<file path="config.mk">
export PLATFORM = sky130hd
export DESIGN_NAME = uivl_top
export DESIGN_NICKNAME = d
export VERILOG_FILES = /design/src/uivl_pkg.sv /design/src/uivl_top.sv
export SDC_FILE = /design/constraint.sdc
export NUM_CORES = 1
export LEC_CHECK = 0
export BUFFER_PORTS_ARGS = -buffer_cell sky130_fd_sc_hd__buf_2
export CAP_MARGIN = 10
export CORE_UTILIZATION = 51
export DETAILED_ROUTE_END_ITERATION = 7
export PLACE_DENSITY = 0.8
export SETUP_SLACK_MARGIN = 0.02
export SLEW_MARGIN = 30
export SYNTH_ARGS = -nofsm -noshare
export SYNTH_HDL_FRONTEND = slang
export SYNTH_SLANG_ARGS = --single-unit
</file>
<file path="constraint.sdc">
create_clock -name clk_sys_i -period 2.45 [get_ports clk_sys_i]
set_clock_uncertainty 0.05 [all_clocks]
set_input_delay 0.49 -clock clk_sys_i [delete_from_list [all_inputs] [get_ports clk_sys_i]]
set_output_delay 0.49 -clock clk_sys_i [all_outputs]
set_load 0.01 [all_outputs]
</file>
<file path="src/uivl_pkg.sv">
// Package for the serial port interrupt vector logic.
// Assumes an Avalon-MM slave with 32-bit data, one word per register.
package uivl_pkg;

  // ****************************************
  // Register byte addresses
  // ****************************************
  localparam logic [5:0] ADDR_CTRL = 6'h00;
  localparam logic [5:0] ADDR_STATUS = 6'h0A;
  localparam logic [5:0] ADDR_RXBUF = 6'h0C;
  localparam logic [5:0] ADDR_TXBUF = 6'h0E;
  localparam logic [5:0] ADDR_IE = 6'h1A;
  localparam logic [5:0] ADDR_IFG = 6'h1C;
  localparam logic [5:0] ADDR_IV = 6'h1E;

  // ****************************************
  // Control word fields
  // ****************************************
  localparam int CTRL_MODE_LO = 9;
  localparam int CTRL_SYNC = 8;
  localparam int CTRL_ERR_IE = 5;
  localparam int CTRL_BRK_IE = 4;
  localparam int CTRL_DORM = 3;
  localparam int CTRL_SWRST = 0;
  localparam logic [15:0] CTRL_RESET = 16'h0001;

  // ****************************************
  // Flag and enable positions
  // ****************************************
  localparam int FLG_RX = 0;
  localparam int FLG_TX = 1;
  localparam int FLG_STT = 2;
  localparam int FLG_TXCPT = 3;
  localparam logic [3:0] IFG_RESET = 4'h2;
  localparam int STAT_BRK = 3;

  // ****************************************
  // Vector codes
  // ****************************************
  localparam logic [15:0] IV_NONE = 16'h0000;
  localparam logic [15:0] IV_RX = 16'h0002;
  localparam logic [15:0] IV_TX = 16'h0004;
  localparam logic [15:0] IV_STT = 16'h0006;
  localparam logic [15:0] IV_TXCPT = 16'h0008;

  localparam logic [1:0] MODE_UART = 2'h0;

endpackage

</file>
<file path="src/uivl_top.sv">
// Interrupt flags, vector and clock request of an asynchronous serial port.
// Assumes receive and transmit events come as one-cycle pulses on clk_sys_i.
//
// Our own choices: the address map and the Avalon-MM register port.
`timescale 1ns/10ps

// Summary of operation
// - Request the baud source clock when needed, overriding its control bits.
// - Hold the clock request until the port is idle, then release control.
// - One interrupt line shared by all transmit and receive events.
// - Set tx_ready_flag whenever the transmit buffer can take a character.
// - Transmit request only when tx flag, its enable and global enable set.
// - Writing the transmit buffer clears tx_ready_flag.
// - Power-up clear or soft reset sets tx flag, clears tx enable.
// - Receive flag set on each character loaded, subject to qualifiers.
// - Receive request only when rx flag, its enable and global enable set.
// - Power-up clear or soft reset clears rx flag and rx enable.
// - Reading the receive buffer clears the receive flag.
// - With error enable low, erroneous characters do not set rx flag; the code still lets an erroneous break set it when break enable is high.
// - Dormant: only address characters and enabled breaks set rx flag; plain mode only enabled breaks.
// - Break enable high: break sets break_detected and rx flag.
// - Start byte received sets start_byte_flag.
// - Transmit complete set once stop bit out and buffer empty.
// - Vector shows highest enabled pending flag; disabled flags ignored.
// - Reading the vector clears the flag it reports.
// - Any write to the vector clears all pending flags.
// - Further pending enabled flags raise the request again at once.
// - Codes: 0x00 none, 0x02 rx, 0x04 tx, 0x06 start, 0x08 complete.
module uivl_top (
  input wire logic clk_sys_i,
  input wire logic reset_n_i,
  input wire logic [5:0] avs_address_i,
  input wire logic avs_read_i,
  input wire logic avs_write_i,
  input wire logic [31:0] avs_writedata_i,
  output logic [31:0] avs_readdata_o,
  output logic avs_waitrequest_o,
  input wire logic global_irq_enable_i,
  input wire logic baud_clock_off_i,
  input wire logic port_busy_i,
  input wire logic tx_buffer_empty_i,
  input wire logic rx_load_i,
  input wire logic [7:0] rx_data_i,
  input wire logic rx_error_i,
  input wire logic rx_address_i,
  input wire logic rx_break_i,
  input wire logic start_byte_i,
  input wire logic tx_shift_done_i,
  output logic [7:0] tx_data_o,
  output logic tx_load_o,
  output logic irq_o,
  output logic baud_clock_req_o,
  output logic soft_reset_hold_o
);

  // ****************************************
  // Reset release
  // ****************************************
  logic rst_meta_r;
  logic rst_n_r;
  always_ff @(posedge clk_sys_i or negedge reset_n_i)
  begin
    if (!reset_n_i)
    begin
      rst_meta_r <= 1'b0;
      rst_n_r <= 1'b0;
    end
    else
    begin
      rst_meta_r <= 1'b1;
      rst_n_r <= rst_meta_r;
    end
  end

  // ****************************************
  // Bus decode
  // ****************************************
  // One wait cycle per access so read data is registered
  logic ack_r;
  logic acc;
  logic wr_hit;
  logic rd_hit;
  assign acc = (avs_read_i | avs_write_i) & !ack_r;
  assign wr_hit = avs_write_i & !ack_r;
  assign rd_hit = avs_read_i & !ack_r;

  logic [15:0] ctrl_r;
  logic [3:0] ifg_r;
  logic [3:0] ie_r;
  logic brk_r;
  logic [7:0] rxbuf_r;
  logic [15:0] iv_code;
  logic [3:0] iv_clr;
  logic swrst;
  assign swrst = ctrl_r[uivl_pkg::CTRL_SWRST];

  // ****************************************
  // Vector priority
  // ****************************************
  logic [3:0] pend;
  assign pend = ifg_r & ie_r;
  always_comb
  begin
    iv_code = uivl_pkg::IV_NONE;
    iv_clr = 4'h0;
    if (pend[uivl_pkg::FLG_RX])
    begin
      iv_code = uivl_pkg::IV_RX;
      iv_clr[uivl_pkg::FLG_RX] = 1'b1;
    end
    else if (pend[uivl_pkg::FLG_TX])
    begin
      iv_code = uivl_pkg::IV_TX;
      iv_clr[uivl_pkg::FLG_TX] = 1'b1;
    end
    else if (pend[uivl_pkg::FLG_STT])
    begin
      iv_code = uivl_pkg::IV_STT;
      iv_clr[uivl_pkg::FLG_STT] = 1'b1;
    end
    else if (pend[uivl_pkg::FLG_TXCPT])
    begin
      iv_code = uivl_pkg::IV_TXCPT;
      iv_clr[uivl_pkg::FLG_TXCPT] = 1'b1;
    end
  end

  logic iv_rd;
  logic iv_wr;
  assign iv_rd = rd_hit && avs_address_i == uivl_pkg::ADDR_IV;
  assign iv_wr = wr_hit && avs_address_i == uivl_pkg::ADDR_IV;

  // ****************************************
  // Receive qualification
  // ****************************************
  logic dorm_block;
  logic rx_set;
  logic brk_set;
  // Dormant in plain mode blocks all but enabled breaks; in multiprocessor modes only addresses and enabled breaks pass
  assign dorm_block = ctrl_r[uivl_pkg::CTRL_DORM] &
    ((ctrl_r[uivl_pkg::CTRL_MODE_LO +: 2] == uivl_pkg::MODE_UART) | !rx_address_i);
  assign brk_set = rx_load_i & rx_break_i & ctrl_r[uivl_pkg::CTRL_BRK_IE];
  assign rx_set = rx_load_i & !swrst & (brk_set | (!rx_break_i & !dorm_block
    & (!rx_error_i | ctrl_r[uivl_pkg::CTRL_ERR_IE])));

  // ****************************************
  // Registers
  // ****************************************
  always_ff @(posedge clk_sys_i or negedge rst_n_r)
  begin
    if (!rst_n_r)
      ctrl_r <= uivl_pkg::CTRL_RESET;
    else if (wr_hit && avs_address_i == uivl_pkg::ADDR_CTRL)
      ctrl_r <= avs_writedata_i[15:0];
  end

  always_ff @(posedge clk_sys_i or negedge rst_n_r)
  begin
    if (!rst_n_r)
      ie_r <= 4'h0;
    else if (swrst)
    begin
      ie_r[uivl_pkg::FLG_RX] <= 1'b0;
      ie_r[uivl_pkg::FLG_TX] <= 1'b0;
    end
    else if (wr_hit && avs_address_i == uivl_pkg::ADDR_IE)
      ie_r <= avs_writedata_i[3:0];
  end

  // Hardware set wins over any bus clear in the same cycle, except a transmit buffer write keeps the tx flag clear
  logic [3:0] set_v;
  assign set_v = {tx_shift_done_i & tx_buffer_empty_i,
                  start_byte_i,
                  1'b0, rx_set};
  logic tx_wr;
  assign tx_wr = wr_hit && avs_address_i == uivl_pkg::ADDR_TXBUF;
  always_ff @(posedge clk_sys_i or negedge rst_n_r)
  begin
    if (!rst_n_r)
      ifg_r <= uivl_pkg::IFG_RESET;
    else if (swrst)
      ifg_r <= uivl_pkg::IFG_RESET;
    else
    begin
      ifg_r <= (ifg_r
        & ~(iv_wr ? 4'hF : 4'h0)
        & ~(iv_rd ? iv_clr : 4'h0)
        & ~((rd_hit && avs_address_i == uivl_pkg::ADDR_RXBUF) ? 4'h1 : 4'h0)
        & ~(tx_wr ? 4'h2 : 4'h0)
        & ~((wr_hit && avs_address_i == uivl_pkg::ADDR_IFG) ? ~avs_writedata_i[3:0] : 4'h0))
        | set_v;
      if (tx_buffer_empty_i && !tx_wr && !tx_load_o)
        ifg_r[uivl_pkg::FLG_TX] <= 1'b1;
    end
  end

  always_ff @(posedge clk_sys_i or negedge rst_n_r)
  begin
    if (!rst_n_r)
      brk_r <= 1'b0;
    else if (swrst)
      brk_r <= 1'b0;
    else if (brk_set)
      brk_r <= 1'b1;
    else if (rd_hit && avs_address_i == uivl_pkg::ADDR_RXBUF)
      brk_r <= 1'b0;
  end

  always_ff @(posedge clk_sys_i or negedge rst_n_r)
  begin
    if (!rst_n_r)
      rxbuf_r <= 8'h00;
    else if (rx_load_i)
      rxbuf_r <= rx_data_i;
  end

  always_ff @(posedge clk_sys_i or negedge rst_n_r)
  begin
    if (!rst_n_r)
    begin
      tx_data_o <= 8'h00;
      tx_load_o <= 1'b0;
    end
    else
    begin
      tx_load_o <= tx_wr & !swrst;
      if (tx_wr)
        tx_data_o <= avs_writedata_i[7:0];
    end
  end

  // ****************************************
  // Bus answer
  // ****************************************
  always_ff @(posedge clk_sys_i or negedge rst_n_r)
  begin
    if (!rst_n_r)
    begin
      ack_r <= 1'b0;
      avs_waitrequest_o <= 1'b1;
      avs_readdata_o <= 32'h0000_0000;
    end
    else
    begin
      ack_r <= acc;
      avs_waitrequest_o <= !acc;
      if (rd_hit)
      begin
        case (avs_address_i)
          uivl_pkg::ADDR_CTRL: avs_readdata_o <= {16'h0000, ctrl_r};
          uivl_pkg::ADDR_STATUS: avs_readdata_o <= {28'h0000000, brk_r, 3'h0} | {31'h0, port_busy_i};
          uivl_pkg::ADDR_RXBUF: avs_readdata_o <= {24'h000000, rxbuf_r};
          uivl_pkg::ADDR_TXBUF: avs_readdata_o <= {24'h000000, tx_data_o};
          uivl_pkg::ADDR_IE: avs_readdata_o <= {28'h0000000, ie_r};
          uivl_pkg::ADDR_IFG: avs_readdata_o <= {28'h0000000, ifg_r};
          uivl_pkg::ADDR_IV: avs_readdata_o <= {16'h0000, iv_code};
          default: avs_readdata_o <= 32'h0000_0000;
        endcase
      end
    end
  end

  // ****************************************
  // Interrupt and clock request
  // ****************************************
  always_ff @(posedge clk_sys_i or negedge rst_n_r)
  begin
    if (!rst_n_r)
    begin
      irq_o <= 1'b0;
      baud_clock_req_o <= 1'b0;
      soft_reset_hold_o <= 1'b1;
    end
    else
    begin
      // Single shared line held high while global enable is set and any enabled flag stays pending
      irq_o <= global_irq_enable_i & (|pend);
      baud_clock_req_o <= baud_clock_off_i & (port_busy_i | !tx_buffer_empty_i);
      soft_reset_hold_o <= swrst;
    end
  end

endmodule // uivl_top

</file>
Yosys cells after proc, flatten, opt, wreduce, memory -nomap -nowiden
Cells that the tools add are included.
Storage, ports and cells
  register bits: 81
  output and inout port bits: 45
Cells by class
  reduce and logical (&&, ||, !) cells: 25
  equal/unequal tests: 6
  bitwise logic cells: 34
  multiplexer cells: 24
Operators with widths (number)
  $pmux W16 S7: 1
  $mux W4: 8
  $and A4 B4 Y4: 6
  $eq A6 B4 Y1 const B: 3
  $eq A6 B5 Y1 const B: 3
  $not A4 Y4: 4
  $and A1 B1 Y1: 14
  $logic_not A1 Y1: 10
  $mux W1: 10
  $logic_and A1 B1 Y1: 9
  $mux W2: 4
  $logic_not A6 Y1: 1
  $or A1 B1 Y1: 5
  $not A1 Y4: 1
  $not A2 Y4: 1
  $or A4 B1 Y4: 1
  $or A4 B4 Y4: 1
  $reduce_or A4 Y1: 1
  $mux W3: 1
  $reduce_bool A3 Y1: 1
  $logic_not A2 Y1: 1
  $reduce_and A2 Y1: 1
  $reduce_bool A2 Y1: 1
  $not A1 Y1: 1

Depth between registers and ports, before layout
  depth in word-level cells: 14
  gate-level depth with buffers: 7

Worst setup path after synthesis
OpenSTA, ideal clock, no wires.
  path type: input port to flip-flop
  start point: input port avs_address_i[2]
  end point: register ctrl_r[10]
  arrival: 1861 ps
  stages on the path: 6
  path slack: 414 ps
  setup time: 125 ps
  cell sequence: buf_6 -> or3_4 -> nor4_4 -> nand2_4 -> buf_6 -> mux2_4
Between the ends
  word-level cells in the longest chain between the ends: 2
RTL lines
  from (decl): RTL line uivl_top.sv:32  | input wire logic [5:0] avs_address_i,
  $logic_not A6 Y1: RTL line uivl_top.sv:153  | else if (wr_hit && avs_address_i == uivl_pkg::ADDR_CTRL)
  $logic_and A1 B1 Y1: RTL line uivl_top.sv:153
  to (signal assigned): RTL line uivl_top.sv:152  | ctrl_r <= uivl_pkg::CTRL_RESET;
  to (signal assigned): RTL line uivl_top.sv:154  | ctrl_r <= avs_writedata_i[15:0];
  to (decl): RTL line uivl_top.sv:87  | logic [15:0] ctrl_r;
Every way passes these cells.
A chain may end at the register's enable or synchronous reset.

Worst setup path after layout
  start point: input port avs_address_i[2]
  end point: register avs_readdata_o[1]
Between the ends
  word-level cells in the longest chain between the ends: 2
RTL lines
  $eq A6 B5 Y1 (tied with other cells): RTL line uivl_top.sv:249  | case (avs_address_i)
  $pmux W16 S7 *: RTL line uivl_top.sv:249
  to (signal assigned): RTL line uivl_top.sv:250  | uivl_pkg::ADDR_CTRL: avs_readdata_o <= {16'h0000, ctrl_r};
  to (signal assigned): RTL line uivl_top.sv:251  | uivl_pkg::ADDR_STATUS: avs_readdata_o <= {28'h0000000, brk_r, 3'h0} | {31'h0, port_busy_i};
  to (signal assigned): RTL line uivl_top.sv:252  | uivl_pkg::ADDR_RXBUF: avs_readdata_o <= {24'h000000, rxbuf_r};
  to (decl): RTL line uivl_top.sv:36  | output logic [31:0] avs_readdata_o,
Mark *: on every way between the ends. The rest lies on a longest branch, timed or not.

==> results.py <==
metrics = {
    "outcome": {
        "status": "completed",
    },
    "power": {
        "powerDensity_mw_per_mm2": 698,
        "vdd_drop_max_mv": 0.442,
        "leakage_nw": 1.88,
    },
    "drt": {
        "drtAntennaViolNets": 0,
        "vias": 2486,
        "vias_per_cell": 5.65,
        "routedLengthMet1_mm": 3.26,
        "drc": 0,
        "wl_met3_um": 416,
        "drt_iter0_drc": 193,
        "drt_wl_total_mm": 7.53,
        "dr.pass1.iters": 5,
        "routed.top_layer": "met4",
        "met2_wirelength_mm": 3.73,
        "post_drt_wl_per_cell_um": 17.1,
    },
    "place": {
        "gp_routability_congestion": 0.916,
        "place.port_buffers": 72,
        "place_ws_ps": 293,
        "hpwl_mm": 5.32,
    },
    "floorplan": {
        "start_util_pct": 53.3,
        "die_y_um": 81.1,
        "fp-row-count": 28,
        "die_x_um": 81.1,
        "core-area_mm2": 0.00599,
        "ios": 105,
        "die_area_mm2": 0.00658,
    },
    "grt": {
        "grt_pass1_vias": 2334,
        "grt_max_degree": 31,
        "overflow": 0,
        "grt_util_all_layers_pct": 24.6,
        "antenna_found_initial": 0,
        "grt_pass1_wl_mm": 11.7,
    },
    "timing": {
        "timing.final.crit_period_ps": 1850,
        "min_period_over_period_pct": 75.6,
        "final.setup.worst_slack_ps": 598,
        "finalHoldViolations": 0,
        "max_freq_mhz": 540,
        "worstMarginPinSlew_ps": 598,
        "grt_setup_unrepaired": "false",
        "max-slew-margin-rel_pct": 60.1,
        "slew_violations": 0,
        "setup_violations": 0,
        "fin_tns_setup_ps": 0,
    },
    "synth": {
        "synth_flop_cell": "dfrtp_1",
        "syn_area_per_cell_um2": 11.4,
        "synthArstFlopShare_pct": 100,
        "ys_seq_elements": 65,
        "synth_edf_count": 0,
        "syn_inst": 281,
        "synth_seq_area_share_pct": 51.1,
        "synthesis.area_mm2": 0.00319,
        "yosysWarnings": 0,
        "synth.distinct_cells": 56,
    },
    "final_layout": {
        "area_growth_pct": 20.1,
        "multi_input_area_mm2": 0.00140,
        "nets": 420,
        "antenna-diode-count": 0,
        "layout-drive-gt1-share_pct": 37.0,
        "regArea_mm2": 0.00163,
        "fill_cells": 489,
    },
    "setup_path": {
        "r2r_slack_ps": 670,
        "crit_path_end_kind": "flop",
        "crit_path_start_kind": "primary input",
        "reg2reg_from": "ack_r",
        "cp.required_ps": 2650,
        "path_class": "primary input to flop",
        "crit_fanout": 10,
        "reg2reg_to": "avs_readdata_o[1]",
        "reg2regPathDepth": 5,
        "critical_path_arrival_ps": 2050,
    },
    "hold_path": {
        "min_path_type": "flop to asynchronous set/reset pin",
    },
    "clock_tree": {
        "cts_buffers": 9,
        "clk-insertion-delay-late_ps": 340,
        "clkSinkCount": 65,
        "clk_pin_slew_ps": 70,
        "cts-root-buf": "clkbuf_8",
        "cts_setup_buffers": 0,
        "cts_tree": "done",
        "ctsHtreeMaxLevel": 3,
        "clk_path_buf_depth": 2,
    },
    "run": {
        "maxCapViolCount": 0,
    },
}
cells in the final DEF, fill, tap and decap left out, drive strengths merged, types with 3 or more instances in the layout:
cell / instances
a21oi: 10
a221oi: 6
a31oi: 3
and2: 5
and3: 4
buf: 82
bufinv: 3
clkbuf: 10
conb: 17
dfrtp: 61
dfstp: 4
inv: 7
mux2: 34
mux2i: 3
nand2: 33
nand2b: 4
nand3: 9
nor2: 6
nor2b: 4
nor4: 3
o21ai: 16
o221ai: 3
final cells by class:
type | count | share of cell area [%]
timing repair buffer | 83 | 11.6
clock inverter | 6 | 3.00
inverter | 6 | 0.588
clock buffer | 10 | 3.33
tap | 75 | 2.45
multi-input combinational | 195 | 36.4
sequential | 65 | 42.6
flip-flops by register name (all words and copies together), names as in the netlist:
| name | flops |
|---|---|
| ack_r | 1 |
| ctrl_r | 16 |
| soft_reset_hold_o | 1 |
| avs_readdata_o | 16 |
| brk_r | 1 |
| rst_meta_r | 1 |
| rst_n_r | 1 |
| baud_clock_req_o | 1 |
| tx_data_o | 8 |
| ifg_r | 4 |
| avs_waitrequest_o | 1 |
| ie_r | 4 |
| tx_load_o | 1 |
| rxbuf_r | 8 |
| irq_o | 1 |
per-layer routing:
| metal | GRT usage, % | vias to the layer above |
|---|---|---|
| li1 | - | 1145 |
| met1 | 33.2 | 1228 |
| met2 | 38.9 | 100 |
| met3 | 3.82 | 13 |
| met4 | 11.6 | 0 |
| met5 | 0 | - |
repair_timing:
item,CTS,global route
endpoints found under the hold margin,2,0
hold buffers,1,0
gates resized for setup,0,0
synthesized netlist by cell type, types with 2 or more instances:
cell type,count,area (um2)
a21boi_0,2,15.0
nor3_1,2,10.0
buf_4,16,120
nor4_1,2,12.5
nand2b_1,4,25.0
o21a_1,2,15.0
nor4bb_1,2,20.0
and3_1,4,25.0
dfstp_2,4,105
a31oi_1,3,18.8
a21oi_1,10,50.1
mux2_4,10,150
nor3b_1,2,15.0
clkbuf_1,8,30.0
conb_1,2,7.51
nor2_1,6,22.5
a221oi_1,6,52.6
o32ai_1,2,17.5
mux2_1,10,113
inv_1,6,22.5
buf_6,3,33.8
or4_4,2,22.5
buf_2,3,15.0
nand2_1,31,116
dfrtp_1,61,1530
and2_1,5,31.3
nand3_1,9,45.0
mux2_2,14,158
o221ai_1,3,26.3
o21ai_0,4,20.0
a221o_1,2,20.0
nor2b_1,4,25.0
mux2i_1,3,30.0
o21ai_1,12,60.1
kinds of logic after synthesis:
logic type,share of synthesized area [%]
flip-flops,51.1
buffers and inverters,6.94
multiplexers,14.1
AND/OR/NAND/NOR,14.9
AO/OA/AOI/OAI,12.7
other,0.235
worst max-delay path by stage:
stage,endpoint,cells past startpoint,slack (ps),startpoint
2_1_floorplan,ctrl_r[10],6,410,avs_address_i[2]
3_3_place_gp,avs_readdata_o[1],5,310,avs_address_i[2]
3_5_place_dp,avs_readdata_o[0],5,290,avs_address_i[2]
4_1_cts,avs_readdata_o[1],5,620,avs_address_i[2]
5_1_grt,avs_readdata_o[1],5,540,avs_address_i[2]
6_report,avs_readdata_o[1],5,600,avs_address_i[2]
power breakdown:
group	total, mW	switching, mW	internal [mW]
registers	1.25	0.0798	1.17
clock network	1.11	0.432	0.682
logic	0.311	0.163	0.147
total	2.67	0.675	2.00
worst max-delay path: stages:
cell and delay [ps]:
buf_2 150, or4_4 530, a2111o_1 520, a31o_1 250, o211ai_1 100
per-stage QoR:
stage	instance area, um2	util [%]	instances	power, mW	hold WS [ps]
finish	3830	64.0	440	2.67	227
global route	3830	64.0	440	2.76	281
CTS	3830	64.0	440	2.69	242
detailed placement	3580	59.8	423	1.58	228
global placement	3580	59.8	423	1.56	225
floorplan	3250	-	296	1.46	144
No activity file was read; power rests on OpenSTA's default activity.
